===== src/spdsi_pkg.sv =====
// Operation
// RQ1 - switch off: port a 3e8, b 2e8
// RQ2 - switch on: port a 1b0, b 1b8
// RQ3 - line switch off: shared request on 10
// RQ4 - line switch on: shared request on 5
// RQ5 - merge both requests; assist switch selectable
// RQ6 - no assist: request held until all serviced
// RQ7 - assist: re-raise while requests remain pending
// RQ8 - re-arm only on write then read 288
// RQ9 - report 40 mbyte disk from its switch
// RQ10 - select only inside window, pass low bits
package spdsi_pkg;

   // ****************************************
   // io decode
   // ****************************************
   localparam int          IO_ADDR_W        = 10;
   localparam int          WIN_LSB          = 3;
   localparam int          HOST_IRQ_W       = 16;
   localparam logic [9:0]  PORT_A_BASE_STD  = 10'h3e8;
   localparam logic [9:0]  PORT_B_BASE_STD  = 10'h2e8;
   localparam logic [9:0]  PORT_A_BASE_ALT  = 10'h1b0;
   localparam logic [9:0]  PORT_B_BASE_ALT  = 10'h1b8;
   localparam logic [9:0]  REARM_IO_ADDR    = 10'h288;
   localparam logic [3:0]  IRQ_LINE_STD     = 4'ha;
   localparam logic [3:0]  IRQ_LINE_ALT     = 4'h5;

   // ****************************************
   // register map
   // ****************************************
   localparam int          AXI_ADDR_W       = 12;
   localparam logic [11:0] CFG_OFS          = 12'h000;
   localparam logic [11:0] STAT_OFS         = 12'h004;
   localparam logic [11:0] ISTAT_OFS        = 12'h008;
   localparam logic [11:0] IMASK_OFS        = 12'h00c;
   localparam logic [11:0] REARM_OFS        = 12'h288;
   localparam logic [3:0]  CFG_RESET        = 4'h8;
   localparam int          EV_RAISE_BIT     = 0;
   localparam int          EV_REARM_BIT     = 1;
   localparam int          EV_W             = 2;
   localparam logic [1:0]  RESP_OKAY        = 2'h0;
   localparam logic [1:0]  RESP_SLVERR      = 2'h2;

   typedef struct packed {
      logic       disk_40mb;
      logic       assist_en;
      logic       line_sel;
      logic       win_sel;
   } spdsi_cfg_s;

   typedef struct packed {
      logic [9:0] addr;
      logic       wr;
      logic       rd;
      logic       req_a;
      logic       req_b;
   } spdsi_io_s;

endpackage : spdsi_pkg


===== src/spdsi_axil.sv =====
`timescale 1ns/10ps
module spdsi_axil #(
   parameter int ADDR_W = 12
) (
   input  wire logic              sys_clk,
   input  wire logic              nrst,
   input  wire logic [ADDR_W-1:0] s_axil_awaddr,
   input  wire logic              s_axil_awvalid,
   output logic                   s_axil_awready,
   input  wire logic [31:0]       s_axil_wdata,
   input  wire logic [3:0]        s_axil_wstrb,
   input  wire logic              s_axil_wvalid,
   output logic                   s_axil_wready,
   output logic [1:0]             s_axil_bresp,
   output logic                   s_axil_bvalid,
   input  wire logic              s_axil_bready,
   input  wire logic [ADDR_W-1:0] s_axil_araddr,
   input  wire logic              s_axil_arvalid,
   output logic                   s_axil_arready,
   output logic [31:0]            s_axil_rdata,
   output logic [1:0]             s_axil_rresp,
   output logic                   s_axil_rvalid,
   input  wire logic              s_axil_rready,
   output logic                   wr_en,
   output logic [ADDR_W-1:0]      wr_addr,
   output logic [31:0]            wr_data,
   output logic [3:0]             wr_strb,
   input  wire logic              wr_err,
   output logic                   rd_en,
   output logic [ADDR_W-1:0]      rd_addr,
   input  wire logic [31:0]       rd_data,
   input  wire logic              rd_err
);
   import spdsi_pkg::*;

   logic aw_full_reg;
   logic w_full_reg;

   assign wr_en   = aw_full_reg & w_full_reg & ~s_axil_bvalid;
   assign rd_en   = s_axil_arvalid & s_axil_arready;
   assign rd_addr = s_axil_araddr;

   // ****************************************
   // write channels, taken in either order
   // ****************************************
   always_ff @(posedge sys_clk or negedge nrst) begin
      if (!nrst) begin
         aw_full_reg    <= 1'b0;
         w_full_reg     <= 1'b0;
         s_axil_awready <= 1'b0;
         s_axil_wready  <= 1'b0;
         s_axil_bvalid  <= 1'b0;
         s_axil_bresp   <= RESP_OKAY;
         wr_addr        <= '0;
         wr_data        <= '0;
         wr_strb        <= '0;
      end else begin
         if (s_axil_awvalid && s_axil_awready) begin
            aw_full_reg    <= 1'b1;
            s_axil_awready <= 1'b0;
            wr_addr        <= s_axil_awaddr;
         end else if (wr_en) begin
            aw_full_reg    <= 1'b0;
         end else if (!aw_full_reg) begin
            s_axil_awready <= 1'b1;
         end
         if (s_axil_wvalid && s_axil_wready) begin
            w_full_reg    <= 1'b1;
            s_axil_wready <= 1'b0;
            wr_data       <= s_axil_wdata;
            wr_strb       <= s_axil_wstrb;
         end else if (wr_en) begin
            w_full_reg    <= 1'b0;
         end else if (!w_full_reg) begin
            s_axil_wready <= 1'b1;
         end
         if (wr_en) begin
            s_axil_bvalid <= 1'b1;
            s_axil_bresp  <= wr_err ? RESP_SLVERR : RESP_OKAY;
         end else if (s_axil_bready) begin
            s_axil_bvalid <= 1'b0;
         end
      end
   end

   // ****************************************
   // read channel
   // ****************************************
   always_ff @(posedge sys_clk or negedge nrst) begin
      if (!nrst) begin
         s_axil_arready <= 1'b0;
         s_axil_rvalid  <= 1'b0;
         s_axil_rdata   <= '0;
         s_axil_rresp   <= RESP_OKAY;
      end else if (rd_en) begin
         s_axil_arready <= 1'b0;
         s_axil_rvalid  <= 1'b1;
         s_axil_rdata   <= rd_data;
         s_axil_rresp   <= rd_err ? RESP_SLVERR : RESP_OKAY;
      end else if (s_axil_rvalid) begin
         s_axil_rvalid  <= ~s_axil_rready;
      end else begin
         s_axil_arready <= 1'b1;
      end
   end

endmodule : spdsi_axil


===== src/spdsi_rearm.sv =====
`timescale 1ns/10ps
module spdsi_rearm (
   input  wire logic sys_clk,
   input  wire logic nrst,
   input  wire logic assist_en,
   input  wire logic pending,
   input  wire logic wr_hit,
   input  wire logic rd_hit,
   output logic      shared_req,
   output logic      armed,
   output logic      rearm
);
   import spdsi_pkg::*;

   logic wr_seen_reg;

   assign rearm = rd_hit & (wr_seen_reg | wr_hit);                 // RQ8

   always_ff @(posedge sys_clk or negedge nrst) begin
      if (!nrst) begin
         wr_seen_reg <= 1'b0;
         shared_req  <= 1'b0;
         armed       <= 1'b1;
      end else begin
         if (rearm) begin
            wr_seen_reg <= 1'b0;
         end else if (wr_hit) begin
            wr_seen_reg <= 1'b1;
         end
         if (!assist_en) begin
            shared_req <= pending;                                // RQ6
            armed      <= 1'b1;
         end else if (rearm) begin
            shared_req <= 1'b0;                                   // RQ7
            armed      <= 1'b1;
         end else if (armed && pending) begin
            shared_req <= 1'b1;                                   // RQ7
            armed      <= 1'b0;
         end
      end
   end

   // ****************************************
   // checks
   // ****************************************
   chk_assist_hold: assert property (@(posedge sys_clk) disable iff (!nrst) // RQ7
      assist_en && $past(assist_en) && shared_req && !rearm |=> shared_req)
      else $error("shared request dropped without re-arm");

   chk_rearm_gap: assert property (@(posedge sys_clk) disable iff (!nrst) // RQ8
      assist_en && rearm |=> !shared_req ##1 (shared_req == $past(pending)))
      else $error("re-arm did not give a gap and re-raise");

   chk_no_assist: assert property (@(posedge sys_clk) disable iff (!nrst) // RQ6
      !assist_en |=> shared_req == $past(pending))
      else $error("shared request not following pending");

   chk_read_only: assert property (@(posedge sys_clk) disable iff (!nrst) // RQ8
      assist_en && shared_req && rd_hit && !wr_seen_reg && !wr_hit |=> shared_req)
      else $error("re-arm without prior write");

endmodule : spdsi_rearm


===== src/spdsi_top.sv =====
`timescale 1ns/10ps
module spdsi_top #(
   parameter int IO_AW = spdsi_pkg::IO_ADDR_W
) (
   input  wire logic                            sys_clk,
   input  wire logic                            nrst,
   input  wire logic [spdsi_pkg::AXI_ADDR_W-1:0] s_axil_awaddr,
   input  wire logic                            s_axil_awvalid,
   output logic                                 s_axil_awready,
   input  wire logic [31:0]                     s_axil_wdata,
   input  wire logic [3:0]                      s_axil_wstrb,
   input  wire logic                            s_axil_wvalid,
   output logic                                 s_axil_wready,
   output logic [1:0]                           s_axil_bresp,
   output logic                                 s_axil_bvalid,
   input  wire logic                            s_axil_bready,
   input  wire logic [spdsi_pkg::AXI_ADDR_W-1:0] s_axil_araddr,
   input  wire logic                            s_axil_arvalid,
   output logic                                 s_axil_arready,
   output logic [31:0]                          s_axil_rdata,
   output logic [1:0]                           s_axil_rresp,
   output logic                                 s_axil_rvalid,
   input  wire logic                            s_axil_rready,
   input  wire logic [IO_AW-1:0]                io_addr,
   input  wire logic                            io_wr_n,
   input  wire logic                            io_rd_n,
   input  wire logic                            port_a_irq,
   input  wire logic                            port_b_irq,
   output logic                                 port_a_select,
   output logic                                 port_b_select,
   output logic [2:0]                           port_reg_addr,
   output logic [spdsi_pkg::HOST_IRQ_W-1:0]     host_irq,
   output logic                                 disk_40mb_ind,
   output logic                                 irq
);
   import spdsi_pkg::*;

   localparam int SYNC_W = IO_AW + 4;

   if (IO_AW != IO_ADDR_W) begin : g_bad_width
      $error("io address width must equal the decoded width");
   end

   // ****************************************
   // pin synchronisers
   // ****************************************
   logic [SYNC_W-1:0] raw_in;
   logic [SYNC_W-1:0] sync1_reg;
   logic [SYNC_W-1:0] sync2_reg;
   spdsi_io_s         io_s;

   assign raw_in = {io_addr, ~io_wr_n, ~io_rd_n, port_a_irq, port_b_irq};
   assign io_s   = spdsi_io_s'(sync2_reg);

   for (genvar i = 0; i < SYNC_W; i++) begin : g_sync
      always_ff @(posedge sys_clk or negedge nrst) begin
         if (!nrst) begin
            sync1_reg[i] <= 1'b0;
            sync2_reg[i] <= 1'b0;
         end else begin
            sync1_reg[i] <= raw_in[i];
            sync2_reg[i] <= sync1_reg[i];
         end
      end
   end

   // ****************************************
   // registers
   // ****************************************
   spdsi_cfg_s            cfg_reg;
   logic [EV_W-1:0]       istat_reg;
   logic [EV_W-1:0]       istat_next;
   logic [EV_W-1:0]       imask_reg;
   logic                  wr_prev_reg;
   logic                  rd_prev_reg;

   logic                  bus_wr_en;
   logic [AXI_ADDR_W-1:0] bus_wr_addr;
   logic [31:0]           bus_wr_data;
   logic [3:0]            bus_wr_strb;
   logic                  bus_rd_en;
   logic [AXI_ADDR_W-1:0] bus_rd_addr;
   logic [31:0]           bus_rd_data;
   logic                  bus_wr_err;
   logic                  bus_rd_err;

   spdsi_axil #(
      .ADDR_W         (AXI_ADDR_W)
   ) u_axil (
      .sys_clk        (sys_clk),
      .nrst           (nrst),
      .s_axil_awaddr  (s_axil_awaddr),
      .s_axil_awvalid (s_axil_awvalid),
      .s_axil_awready (s_axil_awready),
      .s_axil_wdata   (s_axil_wdata),
      .s_axil_wstrb   (s_axil_wstrb),
      .s_axil_wvalid  (s_axil_wvalid),
      .s_axil_wready  (s_axil_wready),
      .s_axil_bresp   (s_axil_bresp),
      .s_axil_bvalid  (s_axil_bvalid),
      .s_axil_bready  (s_axil_bready),
      .s_axil_araddr  (s_axil_araddr),
      .s_axil_arvalid (s_axil_arvalid),
      .s_axil_arready (s_axil_arready),
      .s_axil_rdata   (s_axil_rdata),
      .s_axil_rresp   (s_axil_rresp),
      .s_axil_rvalid  (s_axil_rvalid),
      .s_axil_rready  (s_axil_rready),
      .wr_en          (bus_wr_en),
      .wr_addr        (bus_wr_addr),
      .wr_data        (bus_wr_data),
      .wr_strb        (bus_wr_strb),
      .wr_err         (bus_wr_err),
      .rd_en          (bus_rd_en),
      .rd_addr        (bus_rd_addr),
      .rd_data        (bus_rd_data),
      .rd_err         (bus_rd_err)
   );

   // ****************************************
   // address decode
   // ****************************************
   logic        wa_cfg;
   logic        wa_istat;
   logic        wa_imask;
   logic        wa_rearm;
   logic        ra_rearm;
   logic        ra_known;
   logic [9:0]  base_a;
   logic [9:0]  base_b;
   logic        io_act;
   logic        hit_a;
   logic        hit_b;
   logic        io_wr_edge;
   logic        io_rd_edge;
   logic        io_at_rearm;
   logic        rearm_wr_hit;
   logic        rearm_rd_hit;

   assign wa_cfg     = bus_wr_en & (bus_wr_addr == CFG_OFS);
   assign wa_istat   = bus_wr_en & (bus_wr_addr == ISTAT_OFS);
   assign wa_imask   = bus_wr_en & (bus_wr_addr == IMASK_OFS);
   assign wa_rearm   = bus_wr_en & (bus_wr_addr == REARM_OFS);
   assign ra_rearm   = bus_rd_en & (bus_rd_addr == REARM_OFS);
   assign ra_known   = (bus_rd_addr == CFG_OFS) | (bus_rd_addr == STAT_OFS) |
                       (bus_rd_addr == ISTAT_OFS) | (bus_rd_addr == IMASK_OFS) |
                       (bus_rd_addr == REARM_OFS);
   assign bus_rd_err = ~ra_known;
   assign bus_wr_err = ~(wa_cfg | wa_istat | wa_imask | wa_rearm |
                         (bus_wr_addr == STAT_OFS));

   assign base_a     = cfg_reg.win_sel ? PORT_A_BASE_ALT : PORT_A_BASE_STD;  // RQ1 RQ2
   assign base_b     = cfg_reg.win_sel ? PORT_B_BASE_ALT : PORT_B_BASE_STD;  // RQ1 RQ2
   assign io_act     = io_s.wr | io_s.rd;
   assign hit_a      = io_s.addr[9:WIN_LSB] == base_a[9:WIN_LSB];           // RQ10
   assign hit_b      = io_s.addr[9:WIN_LSB] == base_b[9:WIN_LSB];           // RQ10
   assign io_wr_edge = io_s.wr & ~wr_prev_reg;
   assign io_rd_edge = io_s.rd & ~rd_prev_reg;
   assign io_at_rearm  = io_s.addr == REARM_IO_ADDR;
   assign rearm_wr_hit = (io_wr_edge & io_at_rearm) | wa_rearm;              // RQ8
   assign rearm_rd_hit = (io_rd_edge & io_at_rearm) | ra_rearm;              // RQ8

   // ****************************************
   // shared request and re-arm
   // ****************************************
   logic pending;
   logic shared_req;
   logic armed;
   logic rearm;
   logic shared_prev_reg;

   assign pending = io_s.req_a | io_s.req_b;                                 // RQ5

   spdsi_rearm u_rearm (
      .sys_clk    (sys_clk),
      .nrst       (nrst),
      .assist_en  (cfg_reg.assist_en),
      .pending    (pending),
      .wr_hit     (rearm_wr_hit),
      .rd_hit     (rearm_rd_hit),
      .shared_req (shared_req),
      .armed      (armed),
      .rearm      (rearm)
   );

   // ****************************************
   // read mux and event flags
   // ****************************************
   logic [31:0]     stat_word;
   logic [EV_W-1:0] ev_set;

   assign stat_word = {26'h0, armed, shared_req, io_s.req_b, io_s.req_a,
                       port_b_select, port_a_select};
   assign bus_rd_data = (bus_rd_addr == CFG_OFS)   ? {28'h0, cfg_reg} :
                        (bus_rd_addr == STAT_OFS)  ? stat_word :
                        (bus_rd_addr == ISTAT_OFS) ? {30'h0, istat_reg} :
                        (bus_rd_addr == IMASK_OFS) ? {30'h0, imask_reg} :
                        32'h0;

   assign ev_set[EV_RAISE_BIT] = shared_req & ~shared_prev_reg;
   assign ev_set[EV_REARM_BIT] = rearm;
   assign istat_next = (istat_reg & ~({EV_W{wa_istat}} & bus_wr_data[EV_W-1:0])) | ev_set;

   always_ff @(posedge sys_clk or negedge nrst) begin
      if (!nrst) begin
         cfg_reg         <= spdsi_cfg_s'(CFG_RESET);
         imask_reg       <= '0;
         istat_reg       <= '0;
         irq             <= 1'b0;
         wr_prev_reg     <= 1'b0;
         rd_prev_reg     <= 1'b0;
         shared_prev_reg <= 1'b0;
      end else begin
         if (wa_cfg && bus_wr_strb[0]) begin
            cfg_reg <= spdsi_cfg_s'(bus_wr_data[3:0]);
         end
         if (wa_imask && bus_wr_strb[0]) begin
            imask_reg <= bus_wr_data[EV_W-1:0];
         end
         istat_reg       <= istat_next;
         irq             <= |(istat_next & imask_reg);
         wr_prev_reg     <= io_s.wr;
         rd_prev_reg     <= io_s.rd;
         shared_prev_reg <= shared_req;
      end
   end

   // ****************************************
   // port selects and host lines
   // ****************************************
   logic [HOST_IRQ_W-1:0] line_next;

   for (genvar l = 0; l < HOST_IRQ_W; l++) begin : g_line
      assign line_next[l] = shared_req &
         (l == int'(cfg_reg.line_sel ? IRQ_LINE_ALT : IRQ_LINE_STD));        // RQ3 RQ4
   end

   always_ff @(posedge sys_clk or negedge nrst) begin
      if (!nrst) begin
         port_a_select <= 1'b0;
         port_b_select <= 1'b0;
         port_reg_addr <= 3'h0;
         host_irq      <= '0;
         disk_40mb_ind <= 1'b0;
      end else begin
         port_a_select <= io_act & hit_a;                                   // RQ10
         port_b_select <= io_act & hit_b;                                   // RQ10
         port_reg_addr <= io_s.addr[WIN_LSB-1:0];                           // RQ10
         host_irq      <= line_next;
         disk_40mb_ind <= cfg_reg.disk_40mb;                                // RQ9
      end
   end

   // ****************************************
   // checks
   // ****************************************
   chk_win_std_a: assert property (@(posedge sys_clk) disable iff (!nrst) // RQ1
      io_act && !cfg_reg.win_sel && io_s.addr[9:3] == 7'h7d |=> port_a_select && !port_b_select)
      else $error("standard window a not selected");

   chk_win_std_b: assert property (@(posedge sys_clk) disable iff (!nrst) // RQ1
      io_act && !cfg_reg.win_sel && io_s.addr[9:3] == 7'h5d |=> port_b_select && !port_a_select)
      else $error("standard window b not selected");

   chk_win_alt: assert property (@(posedge sys_clk) disable iff (!nrst) // RQ2
      io_act && cfg_reg.win_sel && io_s.addr[9:4] == 6'h1b |=> (port_a_select ^ port_b_select) &&
      port_b_select == $past(io_s.addr[3]))
      else $error("alternate windows not selected");

   chk_line_std: assert property (@(posedge sys_clk) disable iff (!nrst) // RQ3
      shared_req && !cfg_reg.line_sel |=> host_irq == 16'h0400)
      else $error("shared request not on line 10");

   chk_line_alt: assert property (@(posedge sys_clk) disable iff (!nrst) // RQ4
      shared_req && cfg_reg.line_sel |=> host_irq == 16'h0020)
      else $error("shared request not on line 5");

   chk_merge_req: assert property (@(posedge sys_clk) disable iff (!nrst) // RQ5
      !cfg_reg.assist_en && $stable(cfg_reg) && io_s.req_b |=> ##1 |host_irq)
      else $error("port b request not merged onto host line");

   chk_disk_flag: assert property (@(posedge sys_clk) disable iff (!nrst) // RQ9
      $past(nrst) |-> disk_40mb_ind == $past(cfg_reg.disk_40mb))
      else $error("disk capacity flag not reported");

   chk_sel_window: assert property (@(posedge sys_clk) disable iff (!nrst) // RQ10
      port_a_select |-> $past(io_act) && $past(hit_a) && port_reg_addr == $past(io_s.addr[2:0]))
      else $error("port select outside window");

   chk_sel_idle: assert property (@(posedge sys_clk) disable iff (!nrst) // RQ10
      !io_act |=> !port_a_select && !port_b_select)
      else $error("port select without strobe");

   chk_line_idle: assert property (@(posedge sys_clk) disable iff (!nrst) // RQ5
      !shared_req |=> host_irq == 16'h0000)
      else $error("host line raised without shared request");

endmodule : spdsi_top


===== config.mk =====
export PLATFORM = sky130hd
export DESIGN_NAME = spdsi_top
export DESIGN_NICKNAME = d
export VERILOG_FILES = /design/src/spdsi_pkg.sv /design/src/spdsi_axil.sv /design/src/spdsi_rearm.sv /design/src/spdsi_top.sv
export SDC_FILE = /design/constraint.sdc
export NUM_CORES = 1
export LEC_CHECK = 0
export CAP_MARGIN = 20
export CORE_ASPECT_RATIO = 0.8
export CORE_MARGIN = 5
export CORE_UTILIZATION = 60
export CTS_BUF_LIST = sky130_fd_sc_hd__clkbuf_2 sky130_fd_sc_hd__clkbuf_4 sky130_fd_sc_hd__clkbuf_8
export DETAILED_ROUTE_END_ITERATION = 10
export DONT_BUFFER_PORTS = 1
export GPL_TIMING_DRIVEN = 0
export HOLD_SLACK_MARGIN = 0.12
export PLACE_DENSITY = 0.79
export SLEW_MARGIN = 20
export SYNTH_ARGS = -nofsm -noshare
export SYNTH_HDL_FRONTEND = slang
export SYNTH_HIERARCHICAL = 1
export SYNTH_SLANG_ARGS = --single-unit

===== constraint.sdc =====
create_clock -name sys_clk -period 2 [get_ports sys_clk]
set_input_delay 0.4 -clock sys_clk [delete_from_list [all_inputs] [get_ports sys_clk]]
set_output_delay 0.4 -clock sys_clk [all_outputs]
set_load 0.005 [all_outputs]

# Word-level counts from Yosys, hierarchy flattened
# Index checks and enable logic that the tools add are counted.
[op_classes] addsub=0 multipliers=0 n_div=0 magnitude_cmp=0 eq_ne=32 shift=0 mux=32 bitwise_logic=57 reduce_logical=15
[ops] operator="== test 5 x 32 -> 1 bit, first input constant" n=8
[ops] operator="== test 4 x 32 -> 1 bit, first input constant" n=4
[ops] operator="== test 3 x 32 -> 1 bit, first input constant" n=2
[ops] operator="== test 12 x 4 -> 1 bit, second input constant" n=4
[ops] operator="AND 1 bit" n=32
[ops] operator="== test 2 x 32 -> 1 bit, first input constant" n=1
[ops] operator="zero test 32 bit" n=1
[ops] operator="== test 12 x 10 -> 1 bit, second input constant" n=2
[ops] operator="== test 12 x 3 -> 1 bit, second input constant" n=2
[ops] operator="zero test 12 bit" n=2
[ops] operator="two-way mux 1 bit" n=23
[ops] operator="two-way mux 10 bit" n=2
[ops] operator="== test 7 bit" n=2
[ops] operator="OR 1 bit" n=13
[ops] operator="two-way mux 6 bit" n=2
[ops] operator="== test 10 bit, second input constant" n=1
[ops] operator="two-way mux 2 bit" n=4
[ops] operator="nonzero test 2 bit" n=4
[ops] operator="inverter 1 bit" n=7
[ops] operator="AND 2 bit" n=3
[ops] operator="inequality test 2 bit, second input constant" n=3
[ops] operator="logical AND 1 bit" n=5
[ops] operator="two-way mux 4 bit" n=1
[ops] operator="inequality test 2 x 1 -> 1 bit, second input constant" n=2
[ops] operator="other kinds (5)" n=6
[word_totals] reg_bits=125 latch_bits=0 mem_bits_rw=0 mem_bits_ro=0 inputBits=81 out_inout_bits=64 word_cells=195 memories=0

# Logic depth before layout (Yosys ltp)
[logic_depth] ltp_word=9 ltp_mapped=11 mapped_depth_nobuf=11

# By module
# Netlist, hierarchy kept.
[by_module_without_submodules] mod="spdsi_axil" instances=1 cells_per_inst=213 area_per_inst_um2=3503.4 seq_area_each_um2=2227.1
[by_module_without_submodules] mod="spdsi_top" instances=1 cells_per_inst=138 area_per_inst_um2=1859.3 seq_area_each_um2=1202.4
[by_module_without_submodules] mod="spdsi_rearm" instances=1 cells_per_inst=13 area_per_inst_um2=126.4 seq_area_each_um2=76.3

# Worst setup path after synthesis
# Ideal clock, no wire load.
[synth_timing] path_type="register -> register" from="register u_axil.s_axil_bvalid" to="register irq" setup_ns=0.078 arrival_time_ns=2.103 required_time_ns=1.922 setup_slack_ns=-0.180 stages_incl_launch_ff=12 path_buffers=0 cell_sequence="dfrtp_1 nand3b_1 inv_1 nor3b_2 nand4_1 or4b_1 o21ai_0 o21ai_2 inv_1 nand4b_1 o22a_1 o2bb2ai_1"
[synth_via] elab_chain_cells=9 word_cells_on_any_way=13
[synth_rtl] item="start, declared" line="spdsi_axil.sv:15" source="output logic s_axil_bvalid,"
[synth_rtl] item="start signal, assigned" line="spdsi_axil.sv:52" source="s_axil_bvalid <= 1'b0;"
[synth_rtl] item="start signal, assigned" line="spdsi_axil.sv:78" source="s_axil_bvalid <= 1'b1;"
[synth_rtl] item="start signal, assigned" line="spdsi_axil.sv:81" source="s_axil_bvalid <= 1'b0;"
[synth_rtl] item="inverter 1 bit" line="spdsi_axil.sv:39" source="assign wr_en = aw_full_reg & w_full_reg & ~s_axil_bvalid;"
[synth_rtl] item="AND 1 bit" line="spdsi_axil.sv:39"
[synth_rtl] item="named net bus_wr_en" line="spdsi_top.sv:77" source="logic bus_wr_en;"
[synth_rtl] item="AND 1 bit" line="spdsi_top.sv:143" source="assign wa_rearm = bus_wr_en & (bus_wr_addr == REARM_OFS);"
[synth_rtl] item="OR 1 bit" line="spdsi_top.sv:160" source="assign rearm_wr_hit = (io_wr_edge & io_at_rearm) | wa_rearm;"
[synth_rtl] item="named net rearm_wr_hit" line="spdsi_top.sv:137" source="logic rearm_wr_hit;"
[synth_rtl] item="OR 1 bit" line="spdsi_rearm.sv:17" source="assign rearm = rd_hit & (wr_seen_reg | wr_hit);"
[synth_rtl] item="AND 1 bit" line="spdsi_rearm.sv:17"
[synth_rtl] item="named net rearm" line="spdsi_top.sv:169" source="logic rearm;"
[synth_rtl] item="OR 2 bit" line="spdsi_top.sv:202" source="assign istat_next = (istat_reg & ~({EV_W{wa_istat}} & bus_wr_data[EV_W-1:0])) | ev_set;"
[synth_rtl] item="named net istat_next[1]" line="spdsi_top.sv:72" source="logic [EV_W-1:0] istat_next;"
[synth_rtl] item="AND 2 bit" line="spdsi_top.sv:221" source="irq <= |(istat_next & imask_reg);"
[synth_rtl] item="OR reduction 2 bit" line="spdsi_top.sv:221"
[synth_rtl] item="end signal, assigned" line="spdsi_top.sv:221"
[synth_rtl] item="end, declared" line="spdsi_top.sv:34" source="output logic irq"
# The timed path passes the listed nets, and every way through them passes these cells.
# A chain may end at the register's enable or synchronous reset.

# Worst setup path in the final report
[layout_timing] from="register u_axil.s_axil_bvalid" to="register u_rearm.shared_req"
[layout_via] elab_chain_cells=8 word_cells_on_any_way=9
[layout_rtl] item="inverter 1 bit (*)" line="spdsi_axil.sv:39"
[layout_rtl] item="AND 1 bit (*)" line="spdsi_axil.sv:39"
[layout_rtl] item="named net bus_wr_en" line="spdsi_top.sv:77"
[layout_rtl] item="AND 1 bit (*)" line="spdsi_top.sv:143"
[layout_rtl] item="OR 1 bit (*)" line="spdsi_top.sv:160"
[layout_rtl] item="named net rearm_wr_hit" line="spdsi_top.sv:137"
[layout_rtl] item="OR 1 bit (*)" line="spdsi_rearm.sv:17"
[layout_rtl] item="AND 1 bit (*)" line="spdsi_rearm.sv:17"
[layout_rtl] item="two-way mux 1 bit" line="spdsi_rearm.sv:33" source="end else if (rearm) begin"
[layout_rtl] item="two-way mux 1 bit" line="spdsi_rearm.sv:30" source="if (!assist_en) begin"
[layout_rtl] item="end signal, assigned" line="spdsi_rearm.sv:31" source="shared_req <= pending;"
[layout_rtl] item="end, declared" line="spdsi_rearm.sv:9" source="output logic shared_req,"
# The timed path passes the listed nets; every way through them passes the cells marked *.

==> impl_results.md <==
- Worst Setup Path Type: flop to flop
- Post-DR vias/cell: about 5.1
- RSZ-0062 raised after global routing: yes
- Crit-path cells: nand3b_1, inv_1, nor3b_4, nand4_1, or4b_4, o21ai_4, o21ai_2, buf_4, buf_6, a21boi_2, o21ai_1
- DR vias: about 2,400
- H-tree depth: 3
- CP endpoint kind: flop
- Sink Count: roughly 110
- First-pass GRT wire length: around 12 mm
- Slowest stage delay, CP: around 520 ps
- WHS: -284 ps
- Final WL: around 7.2 mm
- I/O Buffers: 0
- Die Height: 85.8 um
- CP Buf/Inv Count: 3
- Dpl hpwl: between 5 and 6 mm
- # rows: 27
- Mean Syn Cell Area: 14.3 um^2
- Number of nets still failing antenna checks after routing: 0
- Synth Instances: about 300
- Slew HR: between 60% and 70%
- DRT iter0 DRCs: 87
- Final Max Tran Viols: 0
- # diodes: 0
- Max_cap viols: 0
- Clock buffer depth: 2
- Worst VDD drop: between 0.7 and 0.8 mV
- CP Max Fanout: 5
- Clk pin slew, worst setup/hold paths: around 100 ps
- Area of the mapped netlist: ~4300 um^2
- Pleak: roughly 2.4 nW
- Die area: between 8000 and 9000 um^2
- Final setup margin: -257 ps
- Final std cells w/o fill: 471
- Critical path startpoint category: flop
- Final setup skew: slightly below 7 ps
- GRT overflow: 0
- Inserted Clock Buffers: 9
- CP delay by family, top: simple AND/OR/NAND/NOR gates
- IO Pins: approximately 150
- # setup viols final: 5
- Max Clk Rate: approximately 440 MHz
- Antenna violations before repair: 0
- Nets: 460
- Yosys warning count: 6
- CTS tree: yes
- Worst-Skew Late Latency: 360 ps
- Starting Density: about 62%
- WL/cell: around 15 um
- Core box area: 6930 um^2
- Final Critical Period: 2260 ps
- Root buffer cell: clkbuf_8
- Layout cells sized above 1: between 30 and 40%
- Number of global-route vias before repair: between 2,000 and 2,500
- Crit path DAT: around 2500 ps
- Worst EP required: 2260 ps
- Drt first pass iters: 4
- Fin crit share: 113%
- Run status: finished with violations
- P&R area growth vs syn: 17.1%
- DR DRC count: 0
- Slew @ Worst Pin: between 400 and 500 ps
- Largest net degree at the start of global routing: 110
- Slowest cell on crit path: or4b_4
- Placed cells: 429
- Failing checks: negative hold slack, negative setup slack
- Cell Pwr Density: 1080 nW/um^2
- RePlAce Congestion: roughly 0.76
- Hold WC Path Type: input port to async pin
- Fin. Hold Viols: 109
- GRT Total Usage: about 17%
- Max FFs per register: 32
- Die span in x: roughly 100 um
## layer usage
layer | GRT usage, % | part of all wire, % | up-vias
li1 | - | - | 1121
met1 | 20.9 | 40 | 1179
met2 | 27.7 | 50 | 82
met3 | 7.45 | 9.4 | 8
met4 | 5.23 | 0.99 | 0
met5 | 0 | 0 | -
## power by group
part | leakage [nW] | internal, mW | switching (mW)
Combinational | 0.966 | 0.668 | 0.352
Clock | 0.0993 | 0.486 | 0.769
Sequential | 1.29 | 2.71 | 0.444
## worst paths after layout
check	from	endpoint	slack, ps	depth (start not counted)
max	u_axil/s_axil_bvalid	u_rearm/shared_req	-260	11
min	nrst	sync1_reg[8]	-280	0
max reg2reg	u_axil/s_axil_bvalid	u_rearm/shared_req	-260	11
min reg2reg	sync1_reg[9]	io_s[9]	360	0
max in group asynchronous	nrst	u_rearm/armed	2080	0
min in group sys_clk	s_axil_awaddr[8]	u_axil/wr_addr[8]	180	1
## layout make-up
type | count | area [um^2]
Sequential cell | 109 | 2730
Clock inverter | 7 | 67.6
Buffer | 37 | 294
Clock buffer | 9 | 124
Tap cell | 87 | 109
Fill cell | 473 | 1880
Inverter | 12 | 45.0
Multi-Input combinational cell | 184 | 1440
Timing Repair Buffer | 26 | 239
## stage by stage
stage | utilization, % | worst slack (ps) | area, um^2 | setup TNS, ps | power (mW)
floorplan | - | -104 | 4480 | -104 | 3.91
global placement | 66.2 | -357 | 4580 | -847 | 4.08
detailed placement | 66.2 | -389 | 4580 | -965 | 4.15
CTS | 72.1 | -229 | 4990 | -746 | 5.47
global route | 72.9 | -364 | 5050 | -1540 | 5.77
finish | 72.9 | -257 | 5050 | -1010 | 5.43
## cells in the final DEF (no fill, tap or decap), types with 5 or more instances in the layout
| cell | instances |
|---|---|
| buf_4 | 38 |
| inv_1 | 11 |
| mux2_2 | 51 |
| nor2b_1 | 6 |
| nand2_1 | 11 |
| nor2_1 | 8 |
| clkbuf_8 | 9 |
| mux2_4 | 5 |
| dlygate4sd3_1 | 16 |
| buf_6 | 7 |
| o21ai_0 | 6 |
| nor3_1 | 5 |
| conb_1 | 42 |
| dfrtp_1 | 106 |
## timing repair
| item | 4_1_cts | 5_1_grt |
|---|---|---|
| setup endpoints to repair | 5 | 11 |
| buffers inserted | 8 | 3 |
| gates cloned | 0 | 0 |
| pin swaps | 3 | 1 |
| endpoints found under the hold margin | 124 | 110 |
| hold buffers | 15 | 1 |
| resized for setup | 1 | 8 |
Power figures use the tool's default switching activity.
